**config.mk**
```make
export PLATFORM = sky130hd
export DESIGN_NAME = piso_shift_register
export DESIGN_NICKNAME = d
export VERILOG_FILES = /design/src/rtl/piso_sync.v /design/src/rtl/piso_fifo.v /design/src/rtl/piso_shift_register.v
export VERILOG_INCLUDE_DIRS = /design/src /design/src/rtl
export SDC_FILE = /design/constraint.sdc
export NUM_CORES = 1
export LEC_CHECK = 0
export BUFFER_PORTS_ARGS = -buffer_cell sky130_fd_sc_hd__buf_2
export CORE_MARGIN = 4
export CORE_UTILIZATION = 61
export DETAILED_ROUTE_END_ITERATION = 10
export GPL_TIMING_DRIVEN = 0
export PLACE_DENSITY = 0.78
export SLEW_MARGIN = 20
export SYNTH_ARGS = -nofsm -noshare
export SYNTH_HDL_FRONTEND = slang
export SYNTH_SLANG_ARGS = --single-unit
```
**constraint.sdc**
```tcl
create_clock -name mclk -period 5.6 [get_ports mclk]
set_clock_uncertainty 0.2 [all_clocks]
set_input_delay 0.56 -clock mclk [delete_from_list [all_inputs] [get_ports mclk]]
set_output_delay 0.56 -clock mclk [all_outputs]
set_load 0.01 [all_outputs]
```
**src/rtl/piso_consts.vh**
```
// Constants shared by the parallel-in serial-out shift register design
`ifndef PISO_CONSTS_VH
`define PISO_CONSTS_VH

// ----------------------------------------------------------------
// Widths and depths
// ----------------------------------------------------------------
`define PISO_STAGES 8
`define PISO_SYNC_DEPTH 2
`define PISO_FIFO_DEPTH 32
`define PISO_FIFO_PTR_W 5

// ----------------------------------------------------------------
// Reset values of the registered outputs
// ----------------------------------------------------------------
`define PISO_RST_SER_OUT 1'h0
`define PISO_RST_SER_OUT_N 1'h1

// ----------------------------------------------------------------
// Timing
// ----------------------------------------------------------------
`define PISO_MCLK_PERIOD_NS 10
`define PISO_LINK_PERIOD_NS 160
// Edges after reset before synchronised pins and their delayed copies are trusted
`define PISO_WARM_DONE 2'h3
`define PISO_LINK_HALF_CYCLES ((`PISO_LINK_PERIOD_NS / 2) / `PISO_MCLK_PERIOD_NS)

`endif

```
**src/rtl/piso_sync.v**
```verilog
// Two-flop synchroniser for a group of asynchronous inputs
`timescale 1ns/100ps
`default_nettype none

module piso_sync
#(
  parameter WIDTH = 1
)
(
  input wire mclk,
  input wire resetn,
  input wire [WIDTH-1:0] async_in,
  output reg [WIDTH-1:0] sync_out
);

  // ----------------------------------------------------------------
  // First flop feeds only the second one
  // ----------------------------------------------------------------
  reg [WIDTH-1:0] meta;

  always @(posedge mclk or negedge resetn)
  begin
    if (!resetn)
    begin
      meta <= {WIDTH{1'b0}};
      sync_out <= {WIDTH{1'b0}};
    end
    else
    begin
      meta <= async_in;
      sync_out <= meta;
    end
  end

endmodule // piso_sync

`default_nettype wire

```
**src/rtl/piso_fifo.v**
```verilog
// Flip-flop FIFO with valid/ready on both sides and a registered read port
`timescale 1ns/100ps
`default_nettype none

module piso_fifo
#(
  parameter WIDTH = 8,
  parameter DEPTH = 32,
  parameter PTR_W = 5
)
(
  input wire mclk,
  input wire resetn,
  input wire in_valid,
  output reg in_ready,
  input wire [WIDTH-1:0] in_data,
  output reg out_valid,
  input wire out_ready,
  output reg [WIDTH-1:0] out_data
);

  // ----------------------------------------------------------------
  // Storage and pointers
  // ----------------------------------------------------------------
  reg [WIDTH-1:0] mem [0:DEPTH-1];
  reg [PTR_W-1:0] wr_ptr;
  reg [PTR_W-1:0] rd_ptr;
  reg [PTR_W:0] count;
  wire push;
  wire pop;
  wire [PTR_W:0] next_count;

  assign push = in_valid && in_ready;
  // Prefetch into the output register whenever it is free or being taken
  assign pop = (count != {(PTR_W+1){1'b0}}) && (!out_valid || out_ready);
  assign next_count = count + {{PTR_W{1'b0}}, push} - {{PTR_W{1'b0}}, pop};

  always @(posedge mclk)
  begin
    if (push)
      mem[wr_ptr] <= in_data;
  end

  always @(posedge mclk or negedge resetn)
  begin
    if (!resetn)
    begin
      wr_ptr <= {PTR_W{1'b0}};
      rd_ptr <= {PTR_W{1'b0}};
      count <= {(PTR_W+1){1'b0}};
      in_ready <= 1'b1;
      out_valid <= 1'b0;
      out_data <= {WIDTH{1'b0}};
    end
    else
    begin
      if (push)
        wr_ptr <= (wr_ptr == DEPTH[PTR_W-1:0] - 1'b1) ? {PTR_W{1'b0}} : wr_ptr + 1'b1;
      if (pop)
      begin
        rd_ptr <= (rd_ptr == DEPTH[PTR_W-1:0] - 1'b1) ? {PTR_W{1'b0}} : rd_ptr + 1'b1;
        out_data <= mem[rd_ptr];
        out_valid <= 1'b1;
      end
      else if (out_ready)
        out_valid <= 1'b0;
      count <= next_count;
      in_ready <= (next_count != DEPTH[PTR_W:0]);
    end
  end

endmodule // piso_fifo

`default_nettype wire

```
**src/rtl/piso_shift_register.v**
```verilog
// Eight-stage parallel-in serial-out shift register with a snapshot tap FIFO
`timescale 1ns/100ps
`default_nettype none
`include "piso_consts.vh"

module piso_shift_register
#(
  parameter STAGES = `PISO_STAGES,
  parameter FIFO_DEPTH = `PISO_FIFO_DEPTH,
  parameter FIFO_PTR_W = `PISO_FIFO_PTR_W
)
(
  input wire mclk,
  input wire resetn,
  input wire shift_load_select,
  input wire shift_clk,
  input wire clock_block_input,
  input wire ser_in,
  input wire [STAGES-1:0] par_in,
  output reg ser_out,
  output reg ser_out_n,
  output wire tap_room,
  output wire tap_valid,
  input wire tap_ready,
  output wire [STAGES-1:0] tap_data,
  output reg tap_overflow
);

  // ----------------------------------------------------------------
  // Input synchronisation
  // ----------------------------------------------------------------
  // Pins are asynchronous to mclk; load and shift act two cycles late
  wire [STAGES+3:0] pins_sync;
  wire sel_s;
  wire clk_s;
  wire blk_s;
  wire ser_s;
  wire [STAGES-1:0] par_s;

  piso_sync #(
    .WIDTH(STAGES + 4)
  ) u_sync (
    .mclk(mclk),
    .resetn(resetn),
    .async_in({shift_load_select, shift_clk, clock_block_input, ser_in, par_in}),
    .sync_out(pins_sync)
  );

  assign sel_s = pins_sync[STAGES+3];
  assign clk_s = pins_sync[STAGES+2];
  assign blk_s = pins_sync[STAGES+1];
  assign ser_s = pins_sync[STAGES];
  assign par_s = pins_sync[STAGES-1:0];

  // ----------------------------------------------------------------
  // Edge detection
  // ----------------------------------------------------------------
  reg clk_d;
  reg blk_d;
  reg sel_d;
  reg [1:0] warm;
  wire live;
  wire clk_rise;
  wire blk_rise;
  wire shift_evt;
  wire load_now;
  wire load_release;

  always @(posedge mclk or negedge resetn)
  begin
    if (!resetn)
    begin
      clk_d <= 1'b0;
      blk_d <= 1'b0;
      sel_d <= 1'b0;
      warm <= 2'h0;
    end
    else
    begin
      clk_d <= clk_s;
      blk_d <= blk_s;
      sel_d <= sel_s;
      if (warm != `PISO_WARM_DONE)
        warm <= warm + 2'h1;
    end
  end

  // The synchroniser resets to zero, which would read as a load and then
  // as a false release if select idles high; ignore pins until flushed
  assign live = (warm == `PISO_WARM_DONE);
  assign clk_rise = clk_s && !clk_d;
  assign blk_rise = blk_s && !blk_d;
  assign load_now = live && !sel_s;
  // A rise on either input counts only while the other sits low
  assign shift_evt = live && sel_s && ((clk_rise && !blk_s) || (blk_rise && !clk_s));
  assign load_release = live && sel_s && !sel_d;

  // ----------------------------------------------------------------
  // Stages
  // ----------------------------------------------------------------
  // Deliberately without reset: power-up content is unknown
  reg [STAGES-1:0] stage;

  always @(posedge mclk)
  begin
    if (load_now)
      stage <= par_s;
    else if (shift_evt)
      stage <= {stage[STAGES-2:0], ser_s};
    else
      stage <= stage;
  end

  // ----------------------------------------------------------------
  // Serial outputs
  // ----------------------------------------------------------------
  // While loading, the last stage already holds the last parallel bit
  always @(posedge mclk or negedge resetn)
  begin
    if (!resetn)
    begin
      ser_out <= `PISO_RST_SER_OUT;
      ser_out_n <= `PISO_RST_SER_OUT_N;
    end
    else
    begin
      ser_out <= stage[STAGES-1];
      ser_out_n <= ~stage[STAGES-1];
    end
  end

  // ----------------------------------------------------------------
  // Snapshot tap
  // ----------------------------------------------------------------
  // Each shift, and each end of a load, queues the new stage vector.
  // The pins cannot be stalled, so a full queue drops the word.
  reg push_pend;
  wire fifo_in_ready;

  always @(posedge mclk or negedge resetn)
  begin
    if (!resetn)
    begin
      push_pend <= 1'b0;
      tap_overflow <= 1'b0;
    end
    else
    begin
      push_pend <= shift_evt || load_release;
      if (push_pend && !fifo_in_ready)
        tap_overflow <= 1'b1;
    end
  end

  piso_fifo #(
    .WIDTH(STAGES),
    .DEPTH(FIFO_DEPTH),
    .PTR_W(FIFO_PTR_W)
  ) u_fifo (
    .mclk(mclk),
    .resetn(resetn),
    .in_valid(push_pend),
    .in_ready(fifo_in_ready),
    .in_data(stage),
    .out_valid(tap_valid),
    .out_ready(tap_ready),
    .out_data(tap_data)
  );

  assign tap_room = fifo_in_ready;

endmodule // piso_shift_register

`default_nettype wire

```
## After elaboration in Yosys (flattened, before gate mapping)

Memory sizes are Yosys's and may differ from the RTL's. A register that Yosys moved wholly into a read port is not among the register bits.
Cells that the tools add are included.

| word-level totals | value |
|---|---|
| register bits after elaboration | 59 |
| bits in writable memories | 256 |
| input port bits | 15 |
| output and inout bits | 13 |
| logic and storage cells | 62 |
| memories kept | 1 |

Memories:

| name | depth | width | read ports | clocked after memory_dff | wr ports | line | text |
|---|---|---|---|---|---|---|---|
| u_fifo.mem | 32 | 8 | 1 | 1 | 1 | piso_fifo.v:25 | `reg [WIDTH-1:0] mem [0:DEPTH-1];` |

| cells by class | value |
|---|---|
| add/sub/neg operators | 5 |
| equality and inequality tests | 5 |
| muxes and demuxes | 8 |
| bitwise logic cells | 1 |
| reduce and logical (&&, ||, !) cells | 26 |

Operator list:

| kind | count |
|---|---|
| 8-bit two-way mux | 2 |
| 1-bit logical AND | 11 |
| 5-bit by 1-bit adder with 5-bit output, second input constant | 2 |
| 5-bit == test, second input constant | 2 |
| 5-bit two-way mux | 2 |
| 1-bit logical NOT | 9 |
| 6-bit by 1-bit adder with 6-bit output | 1 |
| 6-bit != test, second input constant | 1 |
| 6-bit nonzero test | 1 |
| 6-bit by 1-bit subtractor with 6-bit output | 1 |
| 1-bit two-way mux | 4 |
| 2-bit nonzero test | 2 |
| 1-bit logical OR | 3 |
| 2-bit by 1-bit adder with 2-bit output, second input constant | 1 |
| 2-bit == test, second input constant | 1 |
| 2-bit != test, second input constant | 1 |
| 1-bit NOT | 1 |

## Depth between registers and ports, before layout

| depth | value |
|---|---|
| depth in word-level cells | 7 |
| mapped depth | 16 |
| gate-level depth less buffers | 15 |

## Hierarchy

From an unflattened synthesis, not the netlist that was laid out.

| second synthesis, totals | value |
|---|---|
| cells, all modules | 749 |
| area, all modules | 12788.5 um^2 |

By module, submodules not included:

| module | times used | cells each | area an instance (um^2) | seq. area each (um^2) |
|---|---|---|---|---|
| piso_fifo | 1 | 686 | 11498.5 | 8339.2 |
| piso_shift_register | 1 | 39 | 689.4 | 466.7 |
| piso_sync | 1 | 24 | 600.6 | 600.6 |

## Worst setup path after synthesis

No wires, ideal clock.

| path | value |
|---|---|
| path kind | reg-to-reg |
| start point | register u_fifo.count[4] |
| end point | register u_fifo.in_ready |
| library setup time | 0.102 ns |
| arrival time | 2.767 ns |
| data required time | 5.298 ns |
| path slack | 2.531 ns |
| stages on the path, launching flop included | 15 |
| buffers on the path | 1 |
| clock period less this slack | 3.069 ns |
| cells stage by stage | dfrtp_1 > inv_1 > ha_1 > nor4bb_1 > or2_2 > clkbuf_1 > inv_1 > ha_1 > inv_1 > ha_1 > a21o_1 > a21oi_1 > nor4b_1 > a2111oi_0 > nand4bb_1 |

| on the way | value |
|---|---|
| longest elaborated chain between the ends | 4 |
| elaborated cells on any way between the ends | 5 |
| classes of those cells | add/sub (2); eq/ne (1); reduce/logical (2) |

RTL lines:

| element | line | text |
|---|---|---|
| from (decl) | piso_fifo.v:28 | `reg [PTR_W:0] count;` |
| from (signal assigned) | piso_fifo.v:50 | `count <= {(PTR_W+1){1'b0}};` |
| from (signal assigned) | piso_fifo.v:67 | `count <= next_count;` |
| 6-bit nonzero test | piso_fifo.v:35 | `assign pop = (count != {(PTR_W+1){1'b0}}) && (!out_valid \|\| out_ready);` |
| 1-bit logical AND | piso_fifo.v:35 |  |
| named net u_fifo.pop | piso_fifo.v:30 | `wire pop;` |
| 6-bit by 1-bit subtractor with 6-bit output | piso_fifo.v:36 | `assign next_count = count + {{PTR_W{1'b0}}, push} - {{PTR_W{1'b0}}, pop};` |
| named net u_fifo.next_count[5] | piso_fifo.v:31 | `wire [PTR_W:0] next_count;` |
| 6-bit != test | piso_fifo.v:68 | `in_ready <= (next_count != DEPTH[PTR_W:0]);` |
| to (signal assigned) | piso_fifo.v:68 |  |
| to (decl) | piso_fifo.v:15 | `output reg in_ready,` |

The timed path passes the listed nets, and every way through them passes these cells.
A chain may end at the register's enable or synchronous reset.

## Worst setup path in the final report

Same ends and word-level chain as after synthesis.

==> flow_metrics.tcl <==
set metrics [dict create \
    remaining_drc_errors 0 \
    synth_top_area_frac 0.626 \
    cts.path.max_buffers 3 \
    crit_path_start "u_fifo.count[4]$_DFF_PN0_" \
    dp_hpwl_mm 15.3 \
    firstDrtPassIters 5 \
    antenna_cells 0 \
    yosys.area.top_type "edfxtp_1" \
    clk_latency_ps 550 \
    pin_count 28 \
    setup-tns-final_ps 0 \
    finalCritPeriodShare 0.686 \
    cp_max_fo 8 \
    synth_nets 721 \
    end_kind "flop" \
    hold_path.class "in2reg" \
    cts_buffers 31 \
    drv_slew 0 \
    wl_mm 25.1 \
    grt_max_degree 60 \
    r2r_slack_ps 1760 \
    cp.arrival_ps 4080 \
    synth_common_cells "edfxtp_1 (264), dfrtp_1 (57), mux2i_1 (57)" \
    slew-limit-headroom 0.449 \
    ys_types 46 \
    drv_cap 0 \
    port-buffer-count 27 \
    chipHeight_um 152 \
    cts_tree "yes" \
    status "finished clean" \
    grt_use_total 0.217 \
    tightest_slew_ps 827 \
    gp_congestion 0.880 \
    via_per_inst 6.11 \
    hold_viol 0 \
    drtAntennaViolNets 0 \
    cts_resized 0 \
    dieArea_um2 23100 \
    core_area_um2 20300 \
    die_w_um 152 \
    yosysMostFrequentCell "edfxtp_1" \
    criticalPathCategory "reg2reg" \
    syn_area_um2 12700 \
    cp-endpoint "u_fifo.in_ready$_DFF_PN1_" \
    ys_ff_latch 323 \
    first_global_vias 6851 \
    cts.sinks 323 \
    cp-start-kind "flop" \
    drt_iter0_drc 801 \
    async_flop_share 0.183 \
    synth-edff-count 264 \
    syn_avg_cell_area_um2 18.4 \
    antenna_found_initial 0 \
    syn_to_final_growth_pct 13.8 \
    leakage_uw 0.00518 \
    power_density_nw_per_um2 450 \
    synthCells 689 \
    nets 803 \
    rsz0062_at_grt "no" \
    cp_data_required_time_ps 5840 \
    r2r_start "u_fifo.count[4]$_DFF_PN0_" \
    timing.rr.end "u_fifo.in_ready$_DFF_PN1_" \
    vdd_ir_drop_max_mv 0.309 \
    rr_worst_depth 14 \
    synth.area.top_cells "edfxtp_1 (63%), dfrtp_1 (11%), mux2i_1 (4.5%), mux4_1 (3.9%), mux4_2 (3.7%)" \
    setup_viol_count_final 0 \
    cts_root_buffer "clkbuf_16" \
    wl_per_cell_um 23.5 \
    seq_area_frac_synth 0.743 \
    dominantRegCellSynth "edfxtp_1" \
    power.total_uw 6490 \
    drive_above_1_share 0.177 \
    start_util 0.624 \
    grt_pass1_wl_mm 38.9 \
    clkTransAtPathRegs_ps 60 \
    htree_levels 1 \
    max_freq_ghz 0.260 \
    ys_warn_count 0 \
    rows 52 \
    grt-ovfl-total 0 \
    vias 6512 \
    period_needed_ps 3840 \
]
## per-stage QoR
step	util	cells	hold slack (ps)	instance area (um^2)	worst slack, ps
floorplan	-	689	64.4	12700	2530
global placement	0.647	986	133	13100	1880
detailed placement	0.647	986	135	13100	1720
CTS	0.703	1057	109	14300	1710
global route	0.710	1066	140	14400	1400
finish	0.710	1066	120	14400	1760
## worst min path at each step
stage                     slack [ps]  cells after the start                            end                       from
final                            120                      3   u_fifo.out_valid$_DFFE_PN0P_                  tap_ready
after global routing             140                      3   u_fifo.out_valid$_DFFE_PN0P_                  tap_ready
after CTS                        110                      3   u_fifo.out_valid$_DFFE_PN0P_                  tap_ready
after detailed placement         130                      0   u_sync.sync_out[9]$_DFF_PN0_   u_sync.meta[9]$_DFF_PN0_
after global placement           130                      0  u_sync.sync_out[11]$_DFF_PN0_  u_sync.meta[11]$_DFF_PN0_
after floorplan                   60                      0                blk_d$_DFF_PN0_                     resetn
## kinds of logic (layout without fill, tap and decap cells)
logic type	count (synthesis)	in the layout	synth area share
AO/OA/AOI/OAI	77	77	0.0418
buffers and inverters	51	158	0.0195
multiplexers	115	115	0.138
flip-flops	323	323	0.743
XOR/XNOR	4	4	0.00277
adder cells (fa/ha/maj)	17	17	0.0174
AND/OR/NAND/NOR	102	102	0.0377
## state kept, by name (all words and copies together) (netlist names), 2 cells and up
register and flops:
stage 8, u_fifo.count 6, u_fifo.mem 256, u_fifo.out_data 8, u_fifo.rd_ptr 5, u_fifo.wr_ptr 5
u_sync.meta 12, u_sync.sync_out 12, warm 2
## worst max-delay path, stage by stage (launching register included)
cell,delay [ps]
dfrtp_1,360
inv_1,80
ha_1,140
nor4bb_1,370
or2_2,180
clkbuf_1,340
inv_1,220
ha_1,290
inv_1,70
ha_1,220
a21o_1,180
a21oi_1,280
nor4b_1,90
a2111oi_0,540
nand4bb_1,180
## timing repair
action / CTS / global route
hold endpoints to repair: 69 / 0
setup buffers: 0 / 0
hold buffers: 13 / 0
## per-layer routing
metal  GRT usage  wire length [um]
met2       0.367             12600
met1       0.301             10000
met5           0                 0
met4      0.0471               439
met3      0.0415              1940
## area by class of cell
| cell class | instances | area [um^2] |
|---|---|---|
| buffer | 32 | 175 |
| tap | 270 | 338 |
| fill | 1217 | 5890 |
| clock inverter | 6 | 40.0 |
| sequential | 323 | 9410 |
| clock buffer | 52 | 957 |
| timing repair buffer | 49 | 417 |
| multi-input combinational | 315 | 3010 |
| inverter | 19 | 71.3 |
## cells in the final DEF (no fill, tap or decap), drive strengths merged, types with 3 or more instances in the layout
master	n
o221ai	8
a211o	8
a211oi	8
ha	16
inv	19
nand3b	3
o22a	8
nor2	40
dlygate4sd3	13
edfxtp	264
a21oi	4
dfrtp	57
buf	53
mux4	40
nand2	26
clkbuf	67
mux2i	57
o21ai	25
nand3	12
o22ai	8
nand2b	4
mux2	18
clkinv	5
## power breakdown
part	leakage [uW]	switching (uW)	internal (uW)	total, uW
sequential	0.00307	116	2800	2920
clock	0.000486	832	1160	1990
combinational	0.00163	910	663	1570
total	0.00518	1860	4630	6490
Power figures use the tool's default switching activity.
